`src/inc/mode_select_cfg.svh`:
```
// Constants for the rate select and block programming register bank
// Function
// Group 2 rate field, bits 7-6 of the mode register, picks 8, 4 or 2 Mbps for streams 8-11.
// Group 1 rate field, bits 4-3, picks the rate for streams 4-7 with the same code.
// Group 0 rate field, bits 1-0, picks the rate for streams 0-3 with the same code.
// Software writes zero to all reserved bits of both registers.
// Programming fills every backplane memory word with the backplane preset on top, zeros below.
// Programming fills every local memory word with the local preset on top, zeros below.
// Programming starts only on a rising enable bit while the gate bit is high.
// Software writes the enable bit and both presets in one write.
// Programming of both memories ends within two frames of the enable bit being set.
// The device clears the enable bit itself when programming ends.
// Clearing the enable bit or the gate bit while running aborts programming.
// While running, software keeps the other bits unchanged and repeats them when setting enable.
// An abort stops writing at once, keeps written words and drops the enable bit.
`ifndef MODE_SELECT_CFG_SVH
`define MODE_SELECT_CFG_SVH
`define ADDR_W         16
`define REG_W          16
`define MODE_REG_ADDR  16'h0001
`define PROG_REG_ADDR  16'h0002
`define GATE_ADDR      16'h0010
`define IRQ_STAT_ADDR  16'h0011
`define IRQ_CLR_ADDR   16'h0012
`define IRQ_EN_ADDR    16'h0013
`define G2_LSB         6
`define G1_LSB         3
`define G0_LSB         0
`define RATE_W         2
`define BP_PRESET_LSB  6
`define LP_PRESET_LSB  3
`define PRESET_W       3
`define PROG_EN_BIT    2
`define GATE_BIT       0
`define CM_ZERO_W      13
`define BP_CM_DEPTH    2048
`define BP_CM_AW       11
`define LP_CM_DEPTH    1024
`define LP_CM_AW       10
`define IRQ_W          2
`define IRQ_DONE       0
`define IRQ_ABORT      1
`define CLK_NS         40
`define FRAME_NS       125000
`define PROG_FRAMES    2
`define PROG_LIMIT     ((`PROG_FRAMES * `FRAME_NS) / `CLK_NS)
`define CNT_W          13
`endif

```
`src/inc/mode_select_pkg.sv`:
```
// Types for the rate select and block programming register bank
package mode_select_pkg;
  typedef enum logic [1:0] {
    RATE_8M   = 2'h0,
    RATE_4M   = 2'h1,
    RATE_2M   = 2'h2,
    RATE_RSVD = 2'h3
  } rate_type;
  typedef enum logic {PROG_IDLE, PROG_RUN} prog_state_type;
endpackage

```
`src/hw/cm_sweep.sv`:
```
// Address sweep writing one connection memory word per clock
`timescale 1ns/1ns
module cm_sweep #(
  parameter int DEPTH = 16,
  parameter int AW    = 4
) (
  input  wire logic          ref_clk,
  input  wire logic          rst,
  input  wire logic          start,
  input  wire logic          abort,
  output logic               wr_en,
  output logic [AW-1:0]      addr,
  output logic               done
);
  localparam logic [AW-1:0] LAST = AW'(DEPTH - 1);

  logic          active_reg;
  logic          active_next;
  logic [AW-1:0] addr_reg;
  logic [AW-1:0] addr_next;
  logic          done_reg;
  logic          done_next;

  always_comb begin
    active_next = active_reg;
    addr_next   = addr_reg;
    done_next   = 1'b0;
    if (abort) begin
      active_next = 1'b0;
    end else if (start) begin
      active_next = 1'b1;
      addr_next   = '0;
    end else if (active_reg) begin
      if (addr_reg == LAST) begin
        active_next = 1'b0;
        done_next   = 1'b1;
      end else begin
        addr_next = addr_reg + AW'(1);
      end
    end
  end

  always_ff @(posedge ref_clk or posedge rst) begin
    if (rst) begin
      active_reg <= 1'b0;
      addr_reg   <= '0;
      done_reg   <= 1'b0;
    end else begin
      active_reg <= active_next;
      addr_reg   <= addr_next;
      done_reg   <= done_next;
    end
  end

  assign wr_en = active_reg;
  assign addr  = addr_reg;
  assign done  = done_reg;
endmodule // cm_sweep

```
`src/hw/mode_select_block_program.sv`:
```
// Rate select and connection memory block programming register bank
//
// Implementation choice: the plain strobed port.
`timescale 1ns/1ns
`include "mode_select_cfg.svh"
module mode_select_block_program
  import mode_select_pkg::*;
(
  input  wire logic                   ref_clk,
  input  wire logic                   rst,
  input  wire logic [`ADDR_W-1:0]     addr,
  input  wire logic [`REG_W-1:0]      wr_data,
  input  wire logic                   wr_stb,
  input  wire logic                   rd_stb,
  output logic [`REG_W-1:0]           rd_data,
  output rate_type                    group2_rate_sel,
  output rate_type                    group1_rate_sel,
  output rate_type                    group0_rate_sel,
  output logic                        bp_cm_wr_en,
  output logic [`BP_CM_AW-1:0]        bp_cm_addr,
  output logic [`REG_W-1:0]           bp_cm_wr_data,
  output logic                        lp_cm_wr_en,
  output logic [`LP_CM_AW-1:0]        lp_cm_addr,
  output logic [`REG_W-1:0]           lp_cm_wr_data,
  output logic                        irq
);

  function automatic rate_type rate_field(input logic [`REG_W-1:0] v, input int lsb);
    rate_field = rate_type'(v[lsb +: `RATE_W]);
  endfunction

  function automatic logic [`REG_W-1:0] cm_word(input logic [`PRESET_W-1:0] p);
    cm_word = {p, `CM_ZERO_W'(0)};
  endfunction

  // Register strobes
  logic wr_mode;
  logic wr_prog;
  logic wr_gate;
  logic wr_clr;
  logic wr_en_reg_w;
  assign wr_mode     = wr_stb && (addr == `MODE_REG_ADDR);
  assign wr_prog     = wr_stb && (addr == `PROG_REG_ADDR);
  assign wr_gate     = wr_stb && (addr == `GATE_ADDR);
  assign wr_clr      = wr_stb && (addr == `IRQ_CLR_ADDR);
  assign wr_en_reg_w = wr_stb && (addr == `IRQ_EN_ADDR);

  // Rate selection
  rate_type g2_reg, g2_next;
  rate_type g1_reg, g1_next;
  rate_type g0_reg, g0_next;

  always_comb begin
    g2_next = g2_reg;
    g1_next = g1_reg;
    g0_next = g0_reg;
    if (wr_mode) begin
      g2_next = rate_field(wr_data, `G2_LSB);
      g1_next = rate_field(wr_data, `G1_LSB);
      g0_next = rate_field(wr_data, `G0_LSB);
    end
  end

  always_ff @(posedge ref_clk or posedge rst) begin
    if (rst) begin
      g2_reg <= RATE_8M;
      g1_reg <= RATE_8M;
      g0_reg <= RATE_8M;
    end else begin
      g2_reg <= g2_next;
      g1_reg <= g1_next;
      g0_reg <= g0_next;
    end
  end

  // Block programming control
  prog_state_type               state_reg, state_next;
  logic [`PRESET_W-1:0]         bp_preset_reg, bp_preset_next;
  logic [`PRESET_W-1:0]         lp_preset_reg, lp_preset_next;
  logic                         gate_reg, gate_next;
  logic [`REG_W-1:0]            bp_word_reg, bp_word_next;
  logic [`REG_W-1:0]            lp_word_reg, lp_word_next;
  logic                         start;
  logic                         abort;
  logic                         bp_done;
  logic                         lp_done;
  logic                         lp_fin_reg, lp_fin_next;
  logic                         finish;

  // Rising enable while gated and idle; presets taken from the same write
  assign start = wr_prog && wr_data[`PROG_EN_BIT] && gate_reg &&
                 (state_reg == PROG_IDLE);
  assign abort = (state_reg == PROG_RUN) &&
                 ((wr_prog && !wr_data[`PROG_EN_BIT]) ||
                  (wr_gate && !wr_data[`GATE_BIT]));
  assign finish = (state_reg == PROG_RUN) && bp_done && (lp_fin_reg || lp_done);

  always_comb begin
    state_next     = state_reg;
    bp_preset_next = bp_preset_reg;
    lp_preset_next = lp_preset_reg;
    gate_next      = gate_reg;
    bp_word_next   = bp_word_reg;
    lp_word_next   = lp_word_reg;
    lp_fin_next    = lp_fin_reg;
    if (wr_gate) begin
      gate_next = wr_data[`GATE_BIT];
    end
    // Presets are frozen while a run is under way
    if (wr_prog && state_reg == PROG_IDLE) begin
      bp_preset_next = wr_data[`BP_PRESET_LSB +: `PRESET_W];
      lp_preset_next = wr_data[`LP_PRESET_LSB +: `PRESET_W];
    end
    unique case (state_reg)
      PROG_IDLE: begin
        if (start) begin
          state_next   = PROG_RUN;
          lp_fin_next  = 1'b0;
          bp_word_next = cm_word(wr_data[`BP_PRESET_LSB +: `PRESET_W]);
          lp_word_next = cm_word(wr_data[`LP_PRESET_LSB +: `PRESET_W]);
        end
      end
      PROG_RUN: begin
        if (lp_done) begin
          lp_fin_next = 1'b1;
        end
        if (abort || finish) begin
          state_next = PROG_IDLE;
        end
      end
    endcase
  end

  always_ff @(posedge ref_clk or posedge rst) begin
    if (rst) begin
      state_reg     <= PROG_IDLE;
      bp_preset_reg <= '0;
      lp_preset_reg <= '0;
      gate_reg      <= 1'b0;
      bp_word_reg   <= '0;
      lp_word_reg   <= '0;
      lp_fin_reg    <= 1'b0;
    end else begin
      state_reg     <= state_next;
      bp_preset_reg <= bp_preset_next;
      lp_preset_reg <= lp_preset_next;
      gate_reg      <= gate_next;
      bp_word_reg   <= bp_word_next;
      lp_word_reg   <= lp_word_next;
      lp_fin_reg    <= lp_fin_next;
    end
  end

  // Both memories swept in parallel, one word per clock each
  cm_sweep #(.DEPTH(`BP_CM_DEPTH), .AW(`BP_CM_AW)) bp_sweep (
    .ref_clk (ref_clk),
    .rst     (rst),
    .start   (start),
    .abort   (abort),
    .wr_en   (bp_cm_wr_en),
    .addr    (bp_cm_addr),
    .done    (bp_done)
  );

  cm_sweep #(.DEPTH(`LP_CM_DEPTH), .AW(`LP_CM_AW)) lp_sweep (
    .ref_clk (ref_clk),
    .rst     (rst),
    .start   (start),
    .abort   (abort),
    .wr_en   (lp_cm_wr_en),
    .addr    (lp_cm_addr),
    .done    (lp_done)
  );

  // Interrupt status, enable, and read port
  logic [`IRQ_W-1:0]  stat_reg, stat_next;
  logic [`IRQ_W-1:0]  ien_reg, ien_next;
  logic [`IRQ_W-1:0]  events;
  logic               irq_reg, irq_next;
  logic [`REG_W-1:0]  rd_reg, rd_next;
  logic [`REG_W-1:0]  prog_view;

  always_comb begin
    events = '0;
    events[`IRQ_DONE]  = finish;
    events[`IRQ_ABORT] = abort;
    ien_next = ien_reg;
    if (wr_en_reg_w) begin
      ien_next = wr_data[`IRQ_W-1:0];
    end
    // Set wins over a clear in the same cycle
    stat_next = stat_reg;
    if (wr_clr) begin
      stat_next = stat_reg & ~wr_data[`IRQ_W-1:0];
    end
    stat_next = stat_next | events;
    irq_next  = |(stat_next & ien_next);
  end

  always_comb begin
    prog_view = '0;
    prog_view[`BP_PRESET_LSB +: `PRESET_W] = bp_preset_reg;
    prog_view[`LP_PRESET_LSB +: `PRESET_W] = lp_preset_reg;
    prog_view[`PROG_EN_BIT] = (state_reg == PROG_RUN);
    rd_next = '0;
    if (rd_stb) begin
      unique case (addr)
        `MODE_REG_ADDR: begin
          rd_next[`G2_LSB +: `RATE_W] = g2_reg;
          rd_next[`G1_LSB +: `RATE_W] = g1_reg;
          rd_next[`G0_LSB +: `RATE_W] = g0_reg;
        end
        `PROG_REG_ADDR: rd_next = prog_view;
        `GATE_ADDR:     rd_next[`GATE_BIT] = gate_reg;
        `IRQ_STAT_ADDR: rd_next[`IRQ_W-1:0] = stat_reg;
        `IRQ_EN_ADDR:   rd_next[`IRQ_W-1:0] = ien_reg;
        default:        rd_next = '0;
      endcase
    end
  end

  always_ff @(posedge ref_clk or posedge rst) begin
    if (rst) begin
      stat_reg <= '0;
      ien_reg  <= '0;
      irq_reg  <= 1'b0;
      rd_reg   <= '0;
    end else begin
      stat_reg <= stat_next;
      ien_reg  <= ien_next;
      irq_reg  <= irq_next;
      rd_reg   <= rd_next;
    end
  end

  assign rd_data         = rd_reg;
  assign irq             = irq_reg;
  assign group2_rate_sel = g2_reg;
  assign group1_rate_sel = g1_reg;
  assign group0_rate_sel = g0_reg;
  assign bp_cm_wr_data   = bp_word_reg;
  assign lp_cm_wr_data   = lp_word_reg;

  // Checks
  logic [`CNT_W-1:0] run_cnt_reg;
  always_ff @(posedge ref_clk or posedge rst) begin
    if (rst) begin
      run_cnt_reg <= '0;
    end else if (state_reg == PROG_RUN) begin
      run_cnt_reg <= run_cnt_reg + `CNT_W'(1);
    end else begin
      run_cnt_reg <= '0;
    end
  end
endmodule // mode_select_block_program

```
`config.mk`:
```
export PLATFORM = sky130hd
export DESIGN_NAME = mode_select_block_program
export DESIGN_NICKNAME = d
export VERILOG_FILES = /design/src/inc/mode_select_pkg.sv /design/src/hw/cm_sweep.sv /design/src/hw/mode_select_block_program.sv
export VERILOG_INCLUDE_DIRS = /design/src /design/src/inc
export SDC_FILE = /design/constraint.sdc
export NUM_CORES = 1
export LEC_CHECK = 0
export BUFFER_PORTS_ARGS = -buffer_cell sky130_fd_sc_hd__clkbuf_2
export CAP_MARGIN = 20
export CORE_MARGIN = 5
export CORE_UTILIZATION = 50
export CTS_BUF_LIST = sky130_fd_sc_hd__clkbuf_8
export DETAILED_ROUTE_END_ITERATION = 10
export HOLD_SLACK_MARGIN = 0.06
export PLACE_DENSITY = 0.8
export SLEW_MARGIN = 25
export SYNTH_ARGS = -nofsm -noshare
export SYNTH_HDL_FRONTEND = slang
export SYNTH_SLANG_ARGS = --single-unit
```
`constraint.sdc`:
```
create_clock -name ref_clk -period 3.9 [get_ports ref_clk]
set_input_delay 0.78 -clock ref_clk [delete_from_list [all_inputs] [get_ports ref_clk]]
set_output_delay 0.78 -clock ref_clk [all_outputs]
set_load 0.01 [all_outputs]
```
After elaboration in Yosys (flattened, before gate mapping)
Cells that the tools add are included.
W data, S select, Z words.

cells by class
  $add $sub $neg = 2
  equal/unequal tests = 12
  reductions and logical operators = 26
  bitwise gates (word level) = 6
  mux-type cells = 38

operators by type and width
  operator                 count
  $eq A16 B5 Y1 const B    4
  $mux W11                 3
  $mux W10                 3
  $mux W1                  23
  $eq A16 B1 Y1 const B    1
  $eq A16 B2 Y1 const B    1
  $mux W16                 1
  $logic_and A1 B1 Y1      14
  $add A11 B1 Y11 const B  1
  $eq A11 B11 Y1 const B   1
  $add A10 B1 Y10 const B  1
  $eq A10 B10 Y1 const B   1
  $pmux W2 S2              2
  $ne A2 B1 Y1 const B     3
  $reduce_and A3 Y1        2
  $and A2 B2 Y2            2
  $mux W2                  2
  $pmux W1 S2              2
  $pmux W1 S4              1
  $reduce_and A2 Y1        2
  $reduce_bool A2 Y1       2
  $logic_or A1 B1 Y1       3
  $pmux W1 S3              1
  $logic_not A1 Y1         2
  5 further kinds          6

storage, ports and cells
  logic and storage cells = 104
  bits in registers = 67
  input bits = 36
  output and inout bits = 78

Longest topological paths before layout
  depth after elaboration = 8
  mapped depth = 9
  gate-level depth less buffers = 7

By module
From an unflattened synthesis, not the netlist that was laid out.

unflattened totals
  cells, all modules = 291
  area, all modules = 3204.3 µm²

by module, submodules not included
  module                     cells each  instances  sequential area each (µm²)  area an instance (µm²)
  mode_select_block_program  146         1          875.8                       1765.4
  cm_sweep at bp_sweep       71          1          325.3                       733.2
  cm_sweep at lp_sweep       74          1          300.3                       705.7

Worst setup path before layout
Ideal clock, no wire load.

  path type = input to register
  start = in addr[0]
  end = reg bp_sweep.addr_reg[5], in the netlist bp_sweep.addr[5]
  path buffers = 2
  required time = 3821 ps
  slack = 1147 ps
  arrival = 2673 ps
  library setup time = 79 ps
  cell stages on the path = 8
  cell sequence = or3_4 -> or2_1 -> buf_2 -> or4_4 -> o21a_4 -> buf_6 -> a211oi_2 -> mux2i_1

between the ends
  word-level cells in the longest chain between the ends = 7
  elaborated cells between the ends (all ways) = 16
  those cells by class = eq/ne (3); mux (1); bitwise (1); reduce/logical (11)

ends and longest elaborated chain
  item                                                       RTL line                                                                                           RTL
  start: declaration                                         mode_select_block_program.sv:11                                                                    input wire logic [`ADDR_W-1:0] addr,
  $eq A16 B2 Y1 or $eq A16 B5 Y1 (tied branches)             --
  $logic_and A1 B1 Y1, on equally long branches              mode_select_block_program.sv:43, mode_select_block_program.sv:44
  $logic_and A1 B1 Y1, on equally long branches              mode_select_block_program.sv:91, mode_select_block_program.sv:94, mode_select_block_program.sv:95
  $logic_and A1 B1 Y1 or $logic_or A1 B1 Y1 (tied branches)  mode_select_block_program.sv:91, mode_select_block_program.sv:94
  $logic_and A1 B1 Y1, on equally long branches              mode_select_block_program.sv:91, mode_select_block_program.sv:93
  $ne A2 B1 Y1 (no line), or another cell as far along       --
  $reduce_and A3 Y1 (no line)                                --
  end signal: assignment                                     cm_sweep.sv:50                                                                                     addr_reg <= addr_next;
  end: declaration                                           cm_sweep.sv:19                                                                                     logic [AW-1:0] addr_reg;

Several ways; a longest one is shown, not always the timed one.
A chain may end at the register's enable or synchronous reset.

Worst setup path after layout
  start = in addr[0]
  end = reg bp_sweep.addr_reg[7], in the netlist bp_sweep.addr[7]

Same word-level chain as after synthesis.

==> results.md <==
* Ant diodes at 0
* Drt pass-1 iters at 4
* I/O pin count at 114
* Pin count of the biggest net entering global routing at 46
* Number of flip-flops in the largest register at 11
* Area Overhead vs Synth at 17.2%
* Initial drt markers at 110
* Post-cts repair resize count at 0
* Root buffer cell: clkbuf_8
* RSZ-0062 raised after global routing: false
* Post-placement cell count at 464
* Period utilization at 73.2%
* Largest area contributor in the synthesized netlist: dfrtp_1
* Tot GR Track Use at 17.7%
* Die area at 8090 µm²
* Async S/R FF share, synth at 100%
* Netlist cell types at 43
* CTS clk-pin slew, worst paths at 0.07 ns
* Post-synthesis adder-cell area fraction at 0.783%
* Routability cong. at 0.857
* Worst-Skew Late Latency at 0.34 ns
* Post-synthesis simple-gate area fraction at 21.9%
* Fin util at 59.7%
* Register area share after synthesis at 47.0%
* Synth top area share at 47.0%
* Setup Buffers After CTS at 0
* Crit path max-delay cell type: or4_4
* # hold bufs at CTS at 0
* PortBufs at 73
* Critical-path maximum fanout at 30
* Dominant synthesized flop cell: dfrtp_1
* Largest cells by area after synthesis: dfrtp_1 47%, buf_4 7.8%, nand2_1 6.0%
* Vias per std cell at 5.30
* Initial Util at 50.9%
* Main combinational cell family by area after synthesis: simple AND/OR/NAND/NOR gates
* Max-Cap Viols at 0
* Final clock skew at 0.00474 ns
* Wire length per cell at 14.5 µm
* Total number of vias at 2543
* CTS Sinks at 60
* H-tree depth at 3
* Cts bufs inserted at 9
* Routed Wire Length at 6.96 mm
* Gr ovfl total at 0
* Clock buffer depth at 2
* Antenna viol nets, final at 0
* Height of the die at 89.9 µm
* Proportion of synthesized area in mux cells at 8.77%
* Site Rows at 29
* Finished Layout Cells at 480
* Highest clock rate at 350 MHz
* Initial antenna violation count at 0
* Share of layout cells above drive strength 1 at 29.8%
* CP Class: in2reg
* Tot Pwr at 1.79 mW
* Core area at 6280 µm²
* Hold Vio Cnt, Final at 0
* EDFF count, synth at 0
* PD cells at 477 nW/µm²
* Post-DP HPWL at 5.18 mm
* CP arrival at 3.13 ns
* Worst setup EP type: register
* Die width at 89.9 µm
* Peak supply drop at 0.305 mV
* Warning count from the yosys run at 0
* Hold crit path type: reg2reg
* WHS at 0.482 ns
* Tmin final at 2.86 ns
* Nets at 436
* Crit-path max cell delay at 0.69 ns
* Seq cells post-synth at 60
* First-pass GRT wire length at 11.8 mm
* Synthesized area at 3190 µm²
* Critical-path cell list: clkbuf_2 > or3_4 > or2_1 > or4_4 > o21a_4 > a2111oi_4 > mux2i_1
* Post-route DRC at 0
* Status: complete, no violations
* Worst relative slew slack at 44.9%
* Crit path required time at 4.17 ns
* Most frequent cells in the layout: 73 x clkbuf_2, 60 x dfrtp_1, 51 x nand2_1, 33 x conb_1, 18 x o21ai_0
* XOR/XNOR Fraction of Synth Area at 0%
* Synth Area in Compound Gates at 11.3%
* CTS tree: yes
* Most common cell after layout, fill and taps aside: clkbuf_2
* Worst-Margin Slew at 0.820 ns
* Setup TNS at 0 ns
* Startpoint Class: input pin
* Leakage at 1.89 nW
* Syn_area_per_cell at 9.92 µm²
* Final setup fails at 0
* Vias in the first global route at 2442
* Max-slew violations at 0
* Cells after synthesis at 322
==> kinds of logic (layout without fill, tap and decap cells) <==
group,count (synthesis),count (layout)
and+or+nand+nor,133,133
muxes,26,26
adders and majority gates,2,2
AOI/OAI and AO/OA,50,50
buffers and inverters,50,99
DFF,60,60
other,1,33
==> per-stage QoR <==
stage	instance area (µm²)	setup slack, ns
after global routing	3740	0.949
final	3740	1.05
after CTS	3740	1.04
after global placement	3500	0.728
after detailed placement	3500	0.687
after floorplan	3310	1.15
==> per-layer routing <==
layer | global-route usage, % | wire length (µm)
met1 | 21.6 | 2960
met2 | 29.2 | 3410
met5 | 0 | 0
met4 | 5.58 | 79
met3 | 6.34 | 503
==> power by group <==
group / internal [mW] / leakage [nW] / total (mW) / switching (mW)
clock: 0.423 / 0.121 / 0.683 / 0.260
sequential: 0.686 / 0.797 / 0.778 / 0.0919
combinational: 0.141 / 0.971 / 0.324 / 0.183
total: 1.25 / 1.89 / 1.79 / 0.535
==> synthesized netlist by cell type (5+ instances only) <==
cell type / instances
buf_4: 33
and2_1: 10
inv_1: 6
nand4_1: 5
o21ai_0: 18
mux2_2: 16
clkbuf_1: 6
nand2_1: 51
mux2i_1: 10
nand2b_1: 12
a22o_1: 6
nor2_1: 10
nor3_1: 8
nand3_1: 12
o31ai_1: 6
a21oi_1: 8
dfrtp_1: 60
==> critical path, delay by kind of cell <==
| family | cells | cell delay [ns] |
|---|---|---|
| simple gates | 3 | 1.45 |
| compound gates | 2 | 0.56 |
| mux | 1 | 0.22 |
| buf+inv | 1 | 0.11 |
==> final cells by class <==
cell class	instances	area, µm²
clock buffer	9	124
clock inverter	7	115
fill	554	2530
inverter	6	23.8
multi-input combinational	244	1490
sequential	60	1500
tap	77	96.3
timing repair buffer	77	395
==> worst paths after layout <==
| kind | start | cells after the start | endpoint | slack, ns |
|---|---|---|---|---|
| setup / recovery | addr[0] | 7 | bp_sweep.addr[7] | 1.05 |
| hold / removal | bp_cm_wr_data[15] | 2 | bp_cm_wr_data[15] | 0.48 |
| setup reg to reg | bp_sweep.addr[0] | 6 | bp_sweep.addr[7] | 1.59 |
| hold reg to reg | bp_cm_wr_data[15] | 2 | bp_cm_wr_data[15] | 0.48 |
| max in group asynchronous | rst | 3 | rd_data[1] | 2.71 |
| min in group asynchronous | rst | 2 | bp_cm_wr_data[13] | 0.52 |
Power figures use the tool's default switching activity.
